File: src/inc/monitor_cfg_pkg.sv
/*
 * constants for the self-monitoring configuration registers and the
 * missing-host watchdog: offsets, field positions, reset values, timeouts.
 * assumes an 8-bit register address and 16-bit register data.
 */
package monitor_cfg_pkg;

    // register offsets
    localparam logic [7:0] DEV_MON_OFFSET = 8'h40;
    localparam logic [7:0] SUP_EN_OFFSET = 8'h41;
    localparam logic [7:0] SUP_TH_OFFSET = 8'h42;

    // device monitor config fields
    localparam int TIMEOUT_SEL_LSB = 0;
    localparam int OUT_POL_BIT = 2;
    localparam logic [15:0] DEV_MON_RESET = 16'h0000;
    localparam logic [1:0] TIMEOUT_OFF = 2'h0;
    localparam logic [1:0] TIMEOUT_SHORT = 2'h1;
    localparam logic [1:0] TIMEOUT_MID = 2'h2;
    localparam logic [1:0] TIMEOUT_LONG = 2'h3;

    // supply monitor enable register: all bits writable
    localparam logic [15:0] SUP_EN_RESET = 16'h0000;
    localparam logic [15:0] SUP_EN_MASK = 16'hffff;

    // threshold register fields
    localparam int IO_OV_LEVEL_BIT = 13;
    localparam int IO_UV_LEVEL_BIT = 12;
    localparam int ANALOG_HOT_LSB = 6;
    localparam int IO_HOT_LSB = 4;
    localparam logic [15:0] SUP_TH_RESET = 16'h10f0;
    localparam logic [15:0] SUP_TH_MASK = 16'h30f0;

    // watchdog timeouts in diagnostic oscillator periods
    localparam int TIMEOUT_SHORT_TICKS = 5120;
    localparam int TIMEOUT_MID_TICKS = 10240;
    localparam int TIMEOUT_LONG_TICKS = 20480;

endpackage

File: src/logic/host_loss_timer.sv
/*
 * missing-host watchdog counter, counting diagnostic oscillator ticks.
 * assumes tick_i is a one-cycle pulse per oscillator period, synchronous
 * to core_clk_i.
 */
`timescale 1ns/1ps
module host_loss_timer #(
    parameter int CNT_W = 15,
    parameter int SHORT_TICKS = 5120,
    parameter int MID_TICKS = 10240,
    parameter int LONG_TICKS = 20480
) (
    input wire logic core_clk_i,
    input wire logic rst_i,
    input wire logic [1:0] timeout_sel_i,
    input wire logic restart_i,
    input wire logic tick_i,
    output logic expire_o
);

    logic [CNT_W-1:0] count;
    logic [CNT_W-1:0] limit;

    if (LONG_TICKS >= (1 << CNT_W) || SHORT_TICKS < 1 || MID_TICKS < 1) begin : g_chk
        $error("host_loss_timer: timeout does not fit the counter");
    end

    // terminal count for the selected window
    always_comb begin
        case (timeout_sel_i)
            monitor_cfg_pkg::TIMEOUT_SHORT: limit = CNT_W'(SHORT_TICKS - 1);
            monitor_cfg_pkg::TIMEOUT_MID: limit = CNT_W'(MID_TICKS - 1);
            monitor_cfg_pkg::TIMEOUT_LONG: limit = CNT_W'(LONG_TICKS - 1);
            default: limit = '0;
        endcase
    end

    // count ticks; cleared while off, on restart and on expiry
    always_ff @(posedge core_clk_i or posedge rst_i) begin
        if (rst_i) begin
            count <= '0;
        end else if (timeout_sel_i == monitor_cfg_pkg::TIMEOUT_OFF || restart_i) begin
            count <= '0;
        end else if (tick_i) begin
            if (count == limit) begin
                count <= '0;
            end else begin
                count <= count + CNT_W'(1);
            end
        end
    end

    // one-cycle expiry pulse
    always_ff @(posedge core_clk_i or posedge rst_i) begin
        if (rst_i) begin
            expire_o <= 1'b0;
        end else begin
            expire_o <= (timeout_sel_i != monitor_cfg_pkg::TIMEOUT_OFF) && !restart_i
                && tick_i && (count == limit);
        end
    end

endmodule

File: src/logic/monitor_cfg_host_watchdog.sv
/*
 * self-monitoring configuration registers and missing-host watchdog.
 * assumes the command decoder delivers register accesses as single-cycle
 * strobes and pulses cmd_ok_i for every command whose crc checked good.
 */
`timescale 1ns/1ps
module monitor_cfg_host_watchdog #(
    parameter int SHORT_TICKS = monitor_cfg_pkg::TIMEOUT_SHORT_TICKS,
    parameter int MID_TICKS = monitor_cfg_pkg::TIMEOUT_MID_TICKS,
    parameter int LONG_TICKS = monitor_cfg_pkg::TIMEOUT_LONG_TICKS
) (
    input wire logic core_clk_i,
    input wire logic rst_i,
    input wire logic [7:0] reg_addr_i,
    input wire logic [15:0] reg_wdata_i,
    input wire logic reg_wr_i,
    input wire logic reg_rd_i,
    output logic [15:0] reg_rdata_o,
    input wire logic cmd_ok_i,
    input wire logic diag_osc_tick_i,
    output logic host_loss_fault_pin_o,
    output logic host_loss_fault_o,
    output logic [15:0] monitor_enables_o,
    output logic io_ldo_overvolt_level_o,
    output logic io_ldo_undervolt_level_o,
    output logic [1:0] analog_ldo_hot_warn_level_o,
    output logic [1:0] io_ldo_hot_warn_level_o
);

    ////////////////////////////////////////////////////////////////////////
    // parameter checks

    // width of the watchdog counter; the longest window must stay below its wrap
    localparam int TIMER_W = 15;

    // refuse an empty window, or one the counter cannot reach before wrapping;
    // shortened windows are fine for simulation as long as they stay in range
    if (SHORT_TICKS < 1 || MID_TICKS < 1 || LONG_TICKS < 1
        || LONG_TICKS >= (1 << TIMER_W)) begin : g_param_chk
        $error("monitor_cfg_host_watchdog: watchdog window out of range");
    end

    ////////////////////////////////////////////////////////////////////////
    // register writes
    //   40h device monitor config: bit 2 output polarity, bits 1:0 timeout code,
    //       bits 15:3 read as zero and ignore writes
    //   41h supply monitor enables, all sixteen bits writable
    //   42h supply monitor thresholds, bits 13, 12 and 7:4 writable
    // writes land on the strobe edge; nothing is buffered beyond the register

    logic [1:0] host_loss_timeout_sel;
    logic host_loss_out_polarity;
    logic [15:0] supply_monitor_enables;
    logic [15:0] supply_monitor_thresholds;
    logic wr_dev;
    logic wr_en;
    logic wr_th;
    logic sel_clear;
    logic restart;
    logic expire;

    // write decodes, one per register, plus the clearing write of the watchdog
    assign wr_dev = reg_wr_i && reg_addr_i == monitor_cfg_pkg::DEV_MON_OFFSET;
    assign wr_en = reg_wr_i && reg_addr_i == monitor_cfg_pkg::SUP_EN_OFFSET;
    assign wr_th = reg_wr_i && reg_addr_i == monitor_cfg_pkg::SUP_TH_OFFSET;
    assign sel_clear = wr_dev
        && reg_wdata_i[monitor_cfg_pkg::TIMEOUT_SEL_LSB +: 2] == monitor_cfg_pkg::TIMEOUT_OFF;

    // watchdog timeout and output polarity fields
    always_ff @(posedge core_clk_i or posedge rst_i) begin
        if (rst_i) begin
            host_loss_timeout_sel <= monitor_cfg_pkg::DEV_MON_RESET[1:0];
            host_loss_out_polarity <= monitor_cfg_pkg::DEV_MON_RESET[monitor_cfg_pkg::OUT_POL_BIT];
        end else if (wr_dev) begin
            host_loss_timeout_sel <= reg_wdata_i[monitor_cfg_pkg::TIMEOUT_SEL_LSB +: 2];
            host_loss_out_polarity <= reg_wdata_i[monitor_cfg_pkg::OUT_POL_BIT];
        end
    end

    // monitor enables, one bit per analog monitor, 1 turns the monitor on:
    //   15 analog_ldo_overvolt_on
    //   14 analog_ldo_undervolt_on
    //   13 io_ldo_overvolt_on
    //   12 io_ldo_undervolt_on
    //   11 digital_ldo_overvolt_on
    //   10 digital_ldo_undervolt_on
    //   9 analog_ldo_oscillation_on
    //   8 io_ldo_oscillation_on
    //   7 digital_ldo_oscillation_on
    //   6 analog_ldo_hot_warn_on
    //   5 io_ldo_hot_warn_on
    //   4 analog_ldo_current_limit_on
    //   3 io_ldo_current_limit_on
    //   2 analog_gnd_a_open_on
    //   1 analog_gnd_b_open_on
    //   0 digital_gnd_open_on
    // every monitor starts disabled, so turning one on is always a host decision
    always_ff @(posedge core_clk_i or posedge rst_i) begin
        if (rst_i) begin
            supply_monitor_enables <= monitor_cfg_pkg::SUP_EN_RESET;
        end else if (wr_en) begin
            supply_monitor_enables <= reg_wdata_i & monitor_cfg_pkg::SUP_EN_MASK;
        end
    end

    // thresholds; reserved bits stay zero:
    //   13 io_ldo_overvolt_level, 0 for 5.7 V, 1 for 3.9 V
    //   12 io_ldo_undervolt_level, 0 for 4.3 V, 1 for 2.95 V
    //   7:6 analog_ldo_hot_warn_level and 5:4 io_ldo_hot_warn_level:
    //       00b -60 C, 01b 100 C, 10b 120 C, 11b 140 C
    always_ff @(posedge core_clk_i or posedge rst_i) begin
        if (rst_i) begin
            supply_monitor_thresholds <= monitor_cfg_pkg::SUP_TH_RESET;
        end else if (wr_th) begin
            supply_monitor_thresholds <= reg_wdata_i & monitor_cfg_pkg::SUP_TH_MASK;
        end
    end

    ////////////////////////////////////////////////////////////////////////
    // register reads, one cycle after the strobe; unmapped reads zero

    // read data is registered and held until the next read strobe, so the
    // host may take it any time after the edge that follows its strobe
    always_ff @(posedge core_clk_i or posedge rst_i) begin
        if (rst_i) begin
            reg_rdata_o <= 16'h0000;
        end else if (reg_rd_i) begin
            case (reg_addr_i)
                monitor_cfg_pkg::DEV_MON_OFFSET:
                    reg_rdata_o <= {13'h0, host_loss_out_polarity, host_loss_timeout_sel};
                monitor_cfg_pkg::SUP_EN_OFFSET: reg_rdata_o <= supply_monitor_enables;
                monitor_cfg_pkg::SUP_TH_OFFSET: reg_rdata_o <= supply_monitor_thresholds;
                default: reg_rdata_o <= 16'h0000;
            endcase
        end
    end

    ////////////////////////////////////////////////////////////////////////
    // missing-host watchdog

    // any good command or any write to the device monitor config (40h) restarts the window; a change of
    // code never inherits a partly spent window from the previous code
    assign restart = cmd_ok_i || wr_dev;

    // the expiry pulse follows the edge of the last tick of the window; the
    // fault rises one edge later and the pin one edge after that
    host_loss_timer #(
        .CNT_W(TIMER_W),
        .SHORT_TICKS(SHORT_TICKS),
        .MID_TICKS(MID_TICKS),
        .LONG_TICKS(LONG_TICKS)
    ) u_timer (
        .core_clk_i(core_clk_i),
        .rst_i(rst_i),
        .timeout_sel_i(host_loss_timeout_sel),
        .restart_i(restart),
        .tick_i(diag_osc_tick_i),
        .expire_o(expire)
    );

    // sticky fault: expiry sets it and wins over a same-cycle clear, so a
    // host that clears just as the window runs out sees the fault stay set
    // and must write 00b once more; losing an expiry would hide a host loss
    always_ff @(posedge core_clk_i or posedge rst_i) begin
        if (rst_i) begin
            host_loss_fault_o <= 1'b0;
        end else if (expire) begin
            host_loss_fault_o <= 1'b1;
        end else if (sel_clear) begin
            host_loss_fault_o <= 1'b0;
        end
    end

    // pin level: polarity 1 drives high on fault, 0 drives low on fault;
    // in reset the polarity is 0 and no fault stands, so the pin rests high
    // and a host watching it sees no false alarm while the block starts
    always_ff @(posedge core_clk_i or posedge rst_i) begin
        if (rst_i) begin
            host_loss_fault_pin_o <= 1'b1;
        end else begin
            host_loss_fault_pin_o <= ~(host_loss_fault_o ^ host_loss_out_polarity);
        end
    end

    ////////////////////////////////////////////////////////////////////////
    // configuration outputs toward the analog monitors

    // registered copies keep the analog side off the write path, at the cost
    // of one cycle between a write and the monitor seeing it
    always_ff @(posedge core_clk_i or posedge rst_i) begin
        if (rst_i) begin
            monitor_enables_o <= monitor_cfg_pkg::SUP_EN_RESET;
            io_ldo_overvolt_level_o <=
                monitor_cfg_pkg::SUP_TH_RESET[monitor_cfg_pkg::IO_OV_LEVEL_BIT];
            io_ldo_undervolt_level_o <=
                monitor_cfg_pkg::SUP_TH_RESET[monitor_cfg_pkg::IO_UV_LEVEL_BIT];
            analog_ldo_hot_warn_level_o <=
                monitor_cfg_pkg::SUP_TH_RESET[monitor_cfg_pkg::ANALOG_HOT_LSB +: 2];
            io_ldo_hot_warn_level_o <=
                monitor_cfg_pkg::SUP_TH_RESET[monitor_cfg_pkg::IO_HOT_LSB +: 2];
        end else begin
            monitor_enables_o <= supply_monitor_enables;
            io_ldo_overvolt_level_o <=
                supply_monitor_thresholds[monitor_cfg_pkg::IO_OV_LEVEL_BIT];
            io_ldo_undervolt_level_o <=
                supply_monitor_thresholds[monitor_cfg_pkg::IO_UV_LEVEL_BIT];
            analog_ldo_hot_warn_level_o <=
                supply_monitor_thresholds[monitor_cfg_pkg::ANALOG_HOT_LSB +: 2];
            io_ldo_hot_warn_level_o <=
                supply_monitor_thresholds[monitor_cfg_pkg::IO_HOT_LSB +: 2];
        end
    end

endmodule

File: config.mk
export PLATFORM = sky130hd
export DESIGN_NAME = monitor_cfg_host_watchdog
export DESIGN_NICKNAME = d
export VERILOG_FILES = /design/src/inc/monitor_cfg_pkg.sv /design/src/logic/host_loss_timer.sv /design/src/logic/monitor_cfg_host_watchdog.sv
export SDC_FILE = /design/constraint.sdc
export NUM_CORES = 1
export LEC_CHECK = 0
export BUFFER_PORTS_ARGS = -buffer_cell sky130_fd_sc_hd__buf_2
export CORE_ASPECT_RATIO = 1.75
export CORE_UTILIZATION = 54
export DETAILED_ROUTE_END_ITERATION = 8
export GPL_TIMING_DRIVEN = 0
export PLACE_DENSITY = 0.79
export SLEW_MARGIN = 20
export SYNTH_ARGS = -nofsm -noshare
export SYNTH_HDL_FRONTEND = slang
export SYNTH_SLANG_ARGS = --single-unit
File: constraint.sdc
create_clock -name core_clk_i -period 2.7 [get_ports core_clk_i]
set_clock_uncertainty 0.1 [all_clocks]
set_input_delay 0.27 -clock core_clk_i [delete_from_list [all_inputs] [get_ports core_clk_i]]
set_output_delay 0.27 -clock core_clk_i [all_outputs]
set_load 0.02 [all_outputs]
After elaboration in Yosys (flattened, before gate mapping)
Cells that the tools add are included.
{ "classes": {"add_sub_neg": 1, "eq_ne": 7, "n_mux": 7, "bitwise_logic": 2, "reduce_logical": 15} }
{ "ops": {"columns": ["cell", "count"], "rows": [
  ["$pmux W16 S3", 1],
  ["$mux W15", 3],
  ["$pmux W15 S3", 1],
  ["$eq A8 B7 Y1 const B", 3],
  ["$add A15 B1 Y15 const B", 1],
  ["$eq A15 B15 Y1", 1],
  ["$logic_and A1 B1 Y1", 7],
  ["$reduce_bool A2 Y1", 3],
  ["$eq A2 B2 Y1 const B", 2],
  ["$logic_not A2 Y1", 2],
  ["$eq A2 B1 Y1 const B", 1],
  ["$logic_or A1 B1 Y1", 2],
  ["$mux W1", 2],
  ["$logic_not A1 Y1", 1],
  ["$not A1 Y1", 1],
  ["$xor A1 B1 Y1", 1]
]} }
{ "word_totals": {"register_bits": 81, "inputBits": 30, "word_cells": 46} }

Longest topological paths before layout
Gate-level depths: netlist of run 1.
{ "logic_depth": {"ltp_word": 7, "mapped_depth": 8, "mapped_depth_nobuf": 6} }

By module
A second synthesis of run 1 with hierarchy kept.
{ "unflattened": {"cells_unflattened": 273, "hier_area_um2": 3440.8} }
{ "modules_own_cells": {"columns": ["module", "instances", "cells_each", "area_per_inst_um2", "seq_area_each_um2"], "rows": [
  ["monitor_cfg_host_watchdog", 1, 154, 2393.5, 1640.3],
  ["host_loss_timer", 1, 119, 1047.3, 400.4]
]} }

Least setup slack after synthesis of run 1
OpenSTA, ideal clock, no wires.
{ "synth_timing": {"kind": "flip-flop to flip-flop", "start": "register u_timer.count[8]", "end": "register u_timer.count[2]", "setup_ns": 0.128, "arrival_time_ns": 2.078, "t_required_ns": 2.472, "slack_ns": 0.394, "stages_incl_launch_ff": 8, "n_path_buf": 2, "cell_sequence": "dfrtp_1 > buf_6 > or4_1 > a21o_1 > a222oi_1 > a21o_1 > buf_6 > o211ai_2"} }
{ "synth_between": {"elab_chain_cells": 4} }
{ "synth_rtl": {"columns": ["element", "line", "rtl"], "rows": [
  ["start: declaration", "host_loss_timer.sv:21", "logic [CNT_W-1:0] count;"],
  ["start signal: assignment", "host_loss_timer.sv:48", "count <= count + CNT_W'(1);"],
  ["$eq A15 B15 Y1", "host_loss_timer.sv:45", "if (count == limit) begin"],
  ["$mux W15", "host_loss_timer.sv:45", null],
  ["$mux W15", "host_loss_timer.sv:44", "end else if (tick_i) begin"],
  ["$mux W15", "host_loss_timer.sv:42", "end else if (timeout_sel_i == monitor_cfg_pkg::TIMEOUT_OFF || restart_i) begin"]
]} }
Every way passes these cells. The select of a mux whose other input is x is not followed.
A chain may end at the register's enable or synchronous reset.

Worst setup path after layout of run 1
{ "layout_timing": {"start": "register host_loss_timeout_sel[1]", "end": "register u_timer.count[6]"} }
{ "layout_between": {"elab_chain_cells": 6} }
{ "layout_rtl": {"columns": ["element", "line", "rtl"], "rows": [
  ["start: declaration", "monitor_cfg_host_watchdog.sv:51", "logic [1:0] host_loss_timeout_sel;"],
  ["start signal: assignment", "monitor_cfg_host_watchdog.sv:72", "host_loss_timeout_sel <= monitor_cfg_pkg::DEV_MON_RESET[1:0];"],
  ["start signal: assignment", "monitor_cfg_host_watchdog.sv:75", "host_loss_timeout_sel <= reg_wdata_i[monitor_cfg_pkg::TIMEOUT_SEL_LSB +: 2];"],
  ["$eq A2 B2 Y1 / $eq A2 B1 Y1 (equally long branches)", "host_loss_timer.sv:30", "case (timeout_sel_i)"],
  ["$pmux W15 S3", "host_loss_timer.sv:30", null],
  ["$eq A15 B15 Y1", "host_loss_timer.sv:45", null],
  ["$mux W15", "host_loss_timer.sv:45", null],
  ["$mux W15", "host_loss_timer.sv:44", null],
  ["$mux W15", "host_loss_timer.sv:42", null]
]} }
Several ways; a longest one is shown, not always the timed one. The select of a mux whose other input is x is not followed.

==> metrics.md, run 1 <==
| Metric | Value |
|---|---|
| Status | finished clean |
| H-Tree Level Count | 3 |
| Fraction of layout cells with a size suffix above 1 | 33.6% |
| DP Cell Count | 441 |
| Hold path depth | 2 |
| DR DRC count | 0 |
| Maximum VDD drop | 0.508 mV |
| Avg Cell Area, Syn | ~12 sq um |
| Final wirelength | 7180 um |
| Area grow syn2layout | 20.9% |
| Final worst slack | 276 ps |
| Slew HR | 38.6% |
| Clock buffer depth | 2 |
| Via density | roughly 5.5 |
| Net Count, Synth | 325 |
| Worst hold path type | in -> reg |
| Register area | about 0.002 sq mm |
| Post-DP HPWL | 5040 um |
| Synth warnings | 0 |
| Synth Register Bits | 81 |
| CP required | 2840 ps |
| Antenna Violating Nets Remaining | 0 |
| Power Density | 603 mW/mm^2 |
| Skew-Pair Late Insertion Delay | 350 ps |
| Clock sinks | 81 |
| Drt wl/cell | 15.6 um |
| Antenna cell count | 0 |
| Minimum clock period | 2420 ps |
| Slowest CP cell | o41ai_1 |
| Slowest stage delay, CP | slightly below 900 ps |
| Global route overflow | 0 |
| First-pass GRT wire length | between 10000 and 15000 um |
| Final Max Slew Viols | 0 |
| DR iter-0 viols | 143 |
| CP bufs+invs | 2 |
| Worst Hold End | supply_monitor_enables[3]$_DFFE_PP0P_ |
| Pre-CTS setup slack | 121 ps |
| Mapped Area | 0.00339 sq mm |
| Number of nets in the layout | about 410 |
| Port bufs | between 60 and 70 |
| Power, Total | 2470 uW |
| Reg2Reg Setup Slack | 280 ps |
| Synth cell types | 42 |
| Core Region | 0.00597 sq mm |
| Antenna violations before repair | 0 |
| Ys async rst share | 100% |
| Critical Path End Type | register |
| Crit-path cells | clkbuf_1 -> nor2_1 -> o41ai_1 -> a21o_1 -> buf_6 -> o211ai_2 |
| Fill cells | 426 |
| Least-Margin Pin Slew | around 910 ps |
| Max Clk Rate | 413 MHz |
| CTS tree | yes |
| I/O pin count | 70 |
| R2R Path Start | host_loss_timeout_sel[1]$_DFFE_PP0P_ |
| CTS Buf Count | 9 |
| Leakage | 0.00201 uW |
| Post-cts gate resize count | 0 |
| Tcrit/Tclk final | 89.8% |
| Setup violators final | 0 |
| CP arrival | approximately 2600 ps |
| Worst path top cell family by delay | compound AO/OA/AOI/OAI gates |
| Synth Instances | 294 |
| Hold Vio Cnt, Final | 0 |
| Final Non-Filler Cells | 459 |
| Clk pin slew, worst setup/hold paths | ~80 ps |
| Max cap viols | 0 |
| Vias in the first global route | between 2000 and 3000 |
| Chip width | 61.9 um |
| Row count | 37 |
| Starting density of the core | roughly 57% |
| Number of synthesized flops with an enable pin | 0 |
| Type of the worst setup path | reg -> reg |
| TritonRoute pass-1 iters | 4 |
| Worst r2r dst | u_timer.count[6]$_DFFE_PP0P_ |
| RSZ-0062 raised after global routing | no |
| R2r worst-path depth | 6 |
| Placer Congestion | 0.849 |
| Root buf cell | clkbuf_8 |
| Seq/Total Area, Yosys | 60.2% |
| DR vias | 2547 |
| Die height | 107 um |
| Die area | 0.00661 sq mm |
| Critical Path Start Type | register |
| Synth Flop Type | dfrtp_1 |
| Multi-input combinational cell area | roughly 0.0012 sq mm |
| Largest fanout on the critical path | 10 |
| GRT Total Usage | 24.4% |
| Largest net degree at the start of global routing | 61 |
| Startpoint of the worst hold path | reg_wdata_i[3] |
[metal layers]
layer	part of all wire (%)	track usage, %	vias up
li1	-	-	1195
met1	38	26.2	1248
met2	55	43.1	91
met3	4.8	5.79	13
met4	2.4	11.0	0
met5	0	0	-
[worst register-to-register path, cell delays in order, from the launching register on]
cell and delay [ps]:
dfrtp_1 370, clkbuf_1 330, nor2_1 140, o41ai_1 870
a21o_1 230, buf_6 170, o211ai_2 100
[worst max-delay path by stage]
| stage | startpoint | slack (ps) | cells past startpoint | to |
|---|---|---|---|---|
| detailed placement | u_timer.count[8]$_DFFE_PP0P_ | 120 | 7 | u_timer.count[6]$_DFFE_PP0P_ |
| finish | host_loss_timeout_sel[1]$_DFFE_PP0P_ | 280 | 6 | u_timer.count[6]$_DFFE_PP0P_ |
| CTS | u_timer.count[8]$_DFFE_PP0P_ | 100 | 7 | u_timer.count[6]$_DFFE_PP0P_ |
| global placement | rst_i | -560 | 2 | supply_monitor_enables[3]$_DFFE_PP0P_ |
| floorplan | rst_i | 270 | 1 | host_loss_fault_o$_DFFE_PP0P_ |
| global route | host_loss_timeout_sel[1]$_DFFE_PP0P_ | 130 | 6 | u_timer.count[12]$_DFFE_PP0P_ |
[registers in the layout (all words and copies together) (netlist names)]
register,count
u_timer.count,15
analog_ldo_hot_warn_level_o,2
reg_rdata_o,16
host_loss_out_polarity,1
monitor_enables_o,16
io_ldo_undervolt_level_o,1
supply_monitor_enables,16
u_timer.expire_o,1
supply_monitor_thresholds,6
io_ldo_hot_warn_level_o,2
host_loss_fault_o,1
host_loss_fault_pin_o,1
host_loss_timeout_sel,2
io_ldo_overvolt_level_o,1
[power by group]
part	switching (uW)	internal [uW]	total (uW)
logic	125	78.6	204
clock network	398	573	971
registers	25.8	1270	1300
total	549	1920	2470
[area by class of cell]
cell class                 count  share of cell area, %
tap                           78                   2.38
sequential                    81                   49.8
multi-input combinational    178                   29.3
inverter                      20                   1.89
timing repair buffer          71                   9.40
clock inverter                 2                   1.47
clock buffer                  14                   3.97
buffer                        15                   1.77
[cells by family after synthesis]
family | after synthesis | synth area share [%]
compound gates | 51 | 10.8
xor+xnor | 4 | 1.03
fa+ha+maj | 1 | 0.369
buf+inv | 35 | 4.35
flops | 81 | 60.2
mux | 28 | 9.19
simple gates | 94 | 14.1
[cell usage in the layout (no fill, tap or decap), drive strengths merged, types with 3 or more instances in the layout]
cell     n
o211ai   5
a22o     6
or4      3
a211o    3
o22ai    3
dfrtp   70
dfstp   11
or3      4
and2     3
nor4     4
and3     5
nand2b   3
inv     20
nand4    5
nand2   30
clkbuf  26
nor2     9
o21ai   21
o31ai    3
buf     73
mux2i    3
mux2    25
nand3   19
[metrics by stage]
stage	hold slack, ps	util [%]	TNS (ps)	instance area [sq um]
2_1_floorplan	259	-	0	3390
5_1_grt	49.6	68.6	0	4100
6_report	48.0	68.6	0	4100
4_1_cts	35.2	68.5	0	4090
3_3_place_gp	262	64.1	-38540	3830
3_5_place_dp	141	64.6	0	3860
[synth_stat cells (2+ instances only)]
cell	n	area, sq um
nand3b_1	2	15.0
xnor2_1	2	17.5
nand4_1	5	31.3
a22o_1	6	52.6
and3_1	5	31.3
dfstp_2	11	289
nor4_1	4	25.0
o211ai_2	5	62.6
nor2b_1	2	12.5
a211o_1	3	26.3
clkbuf_1	12	45.0
a21o_1	2	15.0
inv_1	20	75.1
nand2b_1	3	18.8
dfrtp_1	70	1750
mux2_2	25	282
nor2_1	9	33.8
a21oi_1	2	10.0
o22ai_1	3	18.8
nand3_1	19	95.1
o21ai_0	16	80.1
o31ai_1	3	22.5
and2_1	3	18.8
or3_1	4	25.0
or4_1	3	22.5
o21ai_1	5	25.0
xor2_1	2	17.5
mux2i_1	3	30.0
nor3_1	2	10.0
nand2_1	30	113
buf_6	2	22.5
[timing repair]
| action | CTS | global route |
|---|---|---|
| setup buffers | 0 | 1 |
| hold buffers | 1 | 0 |
| endpoints found under the setup margin | 0 | 12 |
| hold endpoints to repair | 16 | 0 |
No activity file was read; power rests on OpenSTA's default activity.
==> inputs of run 2 (changes only) <==
--- a/config.mk
+++ b/config.mk
@@ -5,12 +5,14 @@
 export SDC_FILE = /design/constraint.sdc
 export NUM_CORES = 1
 export LEC_CHECK = 0
+export ABC_AREA = 1
 export BUFFER_PORTS_ARGS = -buffer_cell sky130_fd_sc_hd__buf_2
 export CORE_ASPECT_RATIO = 1.75
 export CORE_UTILIZATION = 54
+export CTS_CLUSTER_SIZE = 24
 export DETAILED_ROUTE_END_ITERATION = 8
 export GPL_TIMING_DRIVEN = 0
-export PLACE_DENSITY = 0.79
+export PLACE_DENSITY = 0.78
 export SLEW_MARGIN = 20
 export SYNTH_ARGS = -nofsm -noshare
 export SYNTH_HDL_FRONTEND = slang
==> metrics.md, run 2 <==
| Metric | Value |
|---|---|
| Synth Register Bits | 81 |
| Type of the worst setup path | reg -> reg |
| Largest net degree at the start of global routing | 62 |
| Port bufs | 68 |
| Drt wl/cell | roughly 15 um |
| Top cell type's share of synthesized area | 48.4% |
| Row count | 39 |
| Startpoint of the worst hold path | reg_wdata_i[7] |
| Least-Margin Pin Slew | 515 ps |
| Synth cell count leaders | nand2_1, dfrtp_1, inv_1 |
| Synth Instances | 407 |
| Multi-input combinational cell area | roughly 0.0013 sq mm |
| Number of synthesized flops with an enable pin | 0 |
| Post-cts gate resize count | 0 |
| Leakage | 0.00237 uW |
| Die area | between 0.007 and 0.008 sq mm |
| CP required | 2820 ps |
| Setup violators final | 0 |
| First-pass GRT wire length | 14000 um |
| Slowest stage delay, CP | 500 ps |
| Avg Cell Area, Syn | 8.89 sq um |
| Synth top area cells | dfrtp_1, nand2_1, dfstp_2 |
| Commonest non-fill, non-tap cell in the layout | nand2_1 |
| TritonRoute pass-1 iters | 5 |
| H-Tree Level Count | 3 |
| Fin Setup TNS | 0 ps |
| Chip width | 63.9 um |
| Antenna cell count | 0 |
| Status | finished clean |
| Largest fanout on the critical path | 10 |
| Synth warnings | 0 |
| Final Max Slew Viols | 0 |
| Placer Congestion | 0.875 |
| Critical Path End Type | register |
| RSZ-0062 raised after global routing | no |
| Clock buffer depth | 2 |
| Slew HR | 65.6% |
| Critical Path Start Type | register |
| Clock sinks | 81 |
| I/O pin count | 70 |
| Power Density | around 650 mW/mm^2 |
| Post-CTS Setup Bufs | 0 |
| Top-count cell post-synth | nand2_1 |
| DR vias | 3011 |
| Minimum clock period | 1700 ps |
| Via density | about 5.2 |
| Cts hold-fix bufs | 1 |
| CP arrival | ~1800 ps |
| Synth Flop Type | dfrtp_1 |
| Cell repeated most along the worst path | nand2_1 |
| Net Count, Synth | 438 |
| Setup crit start | u_timer.count[8]$_DFFE_PP0P_ |
| Antenna Violating Nets Remaining | 0 |
| Ys async rst share | between 90% and 100% |
| Fraction of layout cells with a size suffix above 1 | between 20% and 30% |
| Root buf cell | clkbuf_16 |
| Post-synth top area cell | dfrtp_1 |
| Register area | 0.00204 sq mm |
| Clk pin slew, worst setup/hold paths | ~60 ps |
| Number of nets in the layout | ~520 |
| Area grow syn2layout | 22.5% |
| CTS Buf Count | 9 |
| Mapped Area | 0.00362 sq mm |
| Max cap viols | 0 |
| CTS tree | yes |
| Final wirelength | 8510 um |
| R2R Path Start | u_timer.count[8]$_DFFE_PP0P_ |
| Largest regs | monitor_enables_o (16), reg_rdata_o (16), supply_monitor_enables (16) |
| Hold Vio Cnt, Final | 0 |
| Commonest non-fill, non-tap cells in the layout | nand2_1, buf_2, dfrtp_1, inv_1, nand3_1 |
| Crit-path cells | nand2_1 -> o21ai_1 -> nand2_1 -> nor2_1 -> nand3_1 -> buf_2 -> nand3_1 -> nand2_1 |
| Pre-CTS setup slack | 977 ps |
| Vias in the first global route | 3012 |
| Post-Layout Inst Area | ~0.0044 sq mm |
| Synth cell types | 35 |
| DR DRC count | 0 |
| Seq/Total Area, Yosys | 56.4% |
| Skew-Pair Late Insertion Delay | 330 ps |
| Fin util | 68.3% |
| Global route overflow | 0 |
| Slowest CP cell | dfrtp_1 |
| Core Region | 0.00649 sq mm |
| Fin Hold WS | 46.1 ps |
| GRT Total Usage | ~27% |
| Fill cells | 519 |
| Antenna violations before repair | 0 |
| Tcrit/Tclk final | 63.0% |
| Final worst slack | between 900 and 1000 ps |
| DR iter-0 viols | 127 |
| Max Clk Rate | 588 MHz |
| Area after DPL | ~0.004 sq mm |
| Starting density of the core | 55.7% |
| Maximum VDD drop | 0.636 mV |
| Worst hold path type | in -> reg |
| Post-DP HPWL | 5980 um |
| Die height | between 100 and 150 um |
-- run 2: cell types whose count changed after synthesis, sizes merged, moves of 5 or more --
cell / previous run / this run
o31ai: 3 / 8
nand3: 19 / 30
o21ai: 21 / 35
a22o: 6 / 0
clkbuf: 12 / 1
mux2: 25 / 0
o211ai: 5 / 0
buf: 3 / 10
and3: 5 / 0
inv: 20 / 46
xor2: 2 / 7
nand2: 30 / 141
nor2: 9 / 30
-- run 2: final timing paths --
check | slack (ps) | endpoint | cells after the start
min | 50 | supply_monitor_thresholds[7]$_DFFE_PP1P_ | 3
max reg2reg | 1000 | u_timer.count[8]$_DFFE_PP0P_ | 8
min in group asynchronous | 330 | supply_monitor_enables[6]$_DFFE_PP0P_ | 3
max | 1000 | u_timer.count[8]$_DFFE_PP0P_ | 8
max in group asynchronous | 1540 | io_ldo_undervolt_level_o$_DFF_PP1_ | 4
min reg2reg | 260 | io_ldo_hot_warn_level_o[1]$_DFF_PP1_ | 0
-- run 2: cells by family after synthesis --
logic type / synth area share (%)
DFF: 56.4
adders and majority gates: 0.346
AOI/OAI and AO/OA: 8.89
and+or+nand+nor: 25.0
xor gates and xnor gates: 2.42
buffers and inverters: 6.92
-- run 2: metrics by stage --
step / power [uW] / cells
detailed placement: 1560 / 558
floorplan: 1470 / 407
CTS: 2890 / 575
global route: 2960 / 575
finish: 2870 / 575
global placement: 1540 / 557
-- run 2: critical path: cells and delay by family, from the launching register on --
| family | cells | cell delay [ps] |
|---|---|---|
| DFF | 1 | 500 |
| and+or+nand+nor | 6 | 590 |
| AOI/OAI and AO/OA | 1 | 170 |
| buffers and inverters | 1 | 220 |
-- run 2: power breakdown --
| part | leakage [uW] | switching [uW] | internal, uW |
|---|---|---|---|
| clock network | 0.000162 | 474 | 856 |
| registers | 0.000973 | 29.6 | 1280 |
| logic | 0.00124 | 153 | 73.4 |
| total | 0.00237 | 657 | 2210 |
-- run 2: per-layer routing --
metal	track usage, %	share of wire, %	vias to the layer above
met5	0	0	-
met4	16.7	3.8	0
met3	5.25	4.7	28
met2	47.8	55	103
met1	28.7	36	1443
li1	-	-	1437
-- run 2: cell type report --
cell class,count,area share (%)
inverter,48,4.12
buffer,11,1.58
clock inverter,5,1.75
timing repair buffer,70,8.53
multi-input combinational,267,29.9
sequential,81,46.1
tap,82,2.32
clock buffer,11,5.70
==> inputs of run 3 (changes only) <==
--- a/config.mk
+++ b/config.mk
@@ -5,14 +5,14 @@
 export SDC_FILE = /design/constraint.sdc
 export NUM_CORES = 1
 export LEC_CHECK = 0
-export ABC_AREA = 1
+export ABC_AREA = 0
 export BUFFER_PORTS_ARGS = -buffer_cell sky130_fd_sc_hd__buf_2
 export CORE_ASPECT_RATIO = 1.75
-export CORE_UTILIZATION = 54
+export CORE_UTILIZATION = 49
 export CTS_CLUSTER_SIZE = 24
 export DETAILED_ROUTE_END_ITERATION = 8
 export GPL_TIMING_DRIVEN = 0
-export PLACE_DENSITY = 0.78
+export PLACE_DENSITY = 0.75
 export SLEW_MARGIN = 20
 export SYNTH_ARGS = -nofsm -noshare
 export SYNTH_HDL_FRONTEND = slang
==> constraint.sdc (replaced) <==
create_clock -name core_clk_i -period 1.5 [get_ports core_clk_i]
set_clock_uncertainty 0.1 [all_clocks]
set_input_delay 0.15 -clock core_clk_i [delete_from_list [all_inputs] [get_ports core_clk_i]]
set_output_delay 0.15 -clock core_clk_i [all_outputs]
set_load 0.02 [all_outputs]
==> metrics.md, run 3 (synthesis gave the netlist of run 1 again) <==
| Metric | Value |
|---|---|
| Power Density | 1020 mW/mm^2 |
| Fraction of layout cells with a size suffix above 1 | 43.0% |
| Port bufs | 68 |
| I/O pin count | 70 |
| Slowest CP cell | or4_1 |
| CP arrival | approximately 2400 ps |
| Crit-path cells | or4_1 -> a21o_1 -> a222oi_1 -> buf_4 -> a21o_1 -> buf_6 -> o211ai_2 |
| Clk pin slew, worst setup/hold paths | 60 ps |
| Skew-Pair Late Insertion Delay | around 330 ps |
| DP Cell Count | 446 |
| Final worst slack | -790 ps |
| DR iter-0 viols | between 100 and 150 |
| GRT Total Usage | 24.2% |
| Max Clk Rate | 437 MHz |
| Area after DPL | 0.00396 sq mm |
| Global route overflow | 0 |
| CTS Buf Count | 9 |
| Cell repeated most along the worst path | a21o_1 |
| Die height | 112 um |
| Commonest non-fill, non-tap cell in the layout | buf_2 |
| DR DRC count | 0 |
| Status | finished, violations left |
| Slowest stage delay, CP | 480 ps |
| RSZ-0062 raised after global routing | yes |
| Placer Congestion | 0.909 |
| CP required | ~1600 ps |
| R2r worst-path depth | 7 |
| Critical Path End Type | register |
| Core Region | 0.00659 sq mm |
| Antenna violations before repair | 0 |
| TritonRoute pass-1 iters | 5 |
| Setup violators final | 16 |
| Hold path depth | 3 |
| Fin Setup TNS | -10250 ps |
| Row count | 39 |
| Clock sinks | 81 |
| Final Non-Filler Cells | 501 |
| Antenna cell count | 0 |
| Final wirelength | 8110 um |
| Failing checks | setup timing |
| First-pass GRT wire length | between 10000 and 15000 um |
| Largest net degree at the start of global routing | 35 |
| Vias in the first global route | about 2800 |
| Drt wl/cell | 16.2 um |
| H-Tree Level Count | 3 |
| Hold Vio Cnt, Final | 0 |
| Chip width | between 60 and 70 um |
| Largest fanout on the critical path | 6 |
| Antenna Violating Nets Remaining | 0 |
| Commonest non-fill, non-tap cells in the layout | buf_2, dfrtp_1, nand2_1, mux2_2 |
| Tcrit/Tclk final | 153% |
| Critical Path Start Type | register |
| DR vias | ~2700 |
| CTS tree | yes |
| Maximum VDD drop | 0.670 mV |
| Max cap viols | 0 |
| Post-Layout Inst Area | roughly 0.0047 sq mm |
| Starting density of the core | 51.5% |
| Via density | about 5.4 |
| Fin Hold WS | 119 ps |
| Type of the worst setup path | reg -> reg |
| Die area | around 0.0073 sq mm |
| Minimum clock period | between 2000 and 2500 ps |
| Clock buffer depth | 2 |
| Number of nets in the layout | between 400 and 500 |
| Area grow syn2layout | 38.8% |
| Final Max Slew Viols | 0 |
| Leakage | 0.00227 uW |
| Slew HR | 62.2% |
| Post-DP HPWL | 5350 um |
| Worst hold path type | in -> reg |
| Root buf cell | clkbuf_16 |
| Largest regs | monitor_enables_o (16), reg_rdata_o (16), supply_monitor_enables (16) |
| Least-Margin Pin Slew | 561 ps |
==> run 3: worst paths after layout <==
| path | start | slack, ps | end |
|---|---|---|---|
| min | reg_addr_i[1] | 120 | reg_rdata_o[2]$_DFFE_PP0P_ |
| min reg2reg | supply_monitor_thresholds[4]$_DFFE_PP1P_ | 270 | io_ldo_hot_warn_level_o[0]$_DFF_PP1_ |
| max reg2reg | u_timer.count[13]$_DFFE_PP0P_ | -790 | u_timer.count[6]$_DFFE_PP0P_ |
| min in group asynchronous | rst_i | 250 | supply_monitor_enables[12]$_DFFE_PP0P_ |
| max | u_timer.count[13]$_DFFE_PP0P_ | -790 | u_timer.count[6]$_DFFE_PP0P_ |
| max in group asynchronous | rst_i | 260 | host_loss_fault_pin_o$_DFF_PP1_ |
==> run 3: cell type report <==
| class | instances | area, sq um |
|---|---|---|
| clock inverters | 3 | 17.5 |
| repair buffers | 113 | 782 |
| plain buffers | 11 | 100 |
| inverters | 20 | 78.8 |
| multi-input cells | 178 | 1330 |
| flip-flops and latches | 81 | 2050 |
| well taps | 82 | 103 |
| fillers | 460 | 1880 |
| clock buffers | 13 | 250 |
==> run 3: per-layer routing <==
| metal | vias to the layer above | wire length (um) | global-route usage (%) |
|---|---|---|---|
| met5 | - | 0 | 0 |
| met4 | 0 | 215 | 11.7 |
| li1 | 1281 | - | - |
| met2 | 82 | 4530 | 42.7 |
| met3 | 14 | 360 | 5.89 |
| met1 | 1350 | 3000 | 26.2 |
==> run 3: where the power goes <==
group	switching (uW)	internal, uW
Clock	810	1160
Combinational	257	227
Sequential	45.2	2290
Total	1110	3680
==> run 3: metrics by stage <==
stage          power (uW)  setup WS, ps  util (%)
3_3_place_gp         2720         -1010      59.4
2_1_floorplan        2590          -724         -
6_report             4790          -790      71.5
3_5_place_dp         2750         -1020      60.0
5_1_grt              4960          -865      71.5
4_1_cts              4800          -759      69.7
==> run 3: what timing repair did <==
| action | in CTS | in global routing |
|---|---|---|
| hold buffers | 18 | 0 |
| pin swaps | 12 | 16 |
| hold endpoints to repair | 43 | 0 |
| setup endpoints to repair | 16 | 38 |
| gates cloned | 2 | 0 |
| buffers inserted | 14 | 9 |
| resized for setup | 17 | 20 |
==> run 3: worst max-delay path: cells and delay by family (launching register included) <==
kind                   cells  cell delay (ps)
AO/OA/AOI/OAI              4              790
AND/OR/NAND/NOR            1              480
buffers and inverters      2              360
flip-flops                 1              430
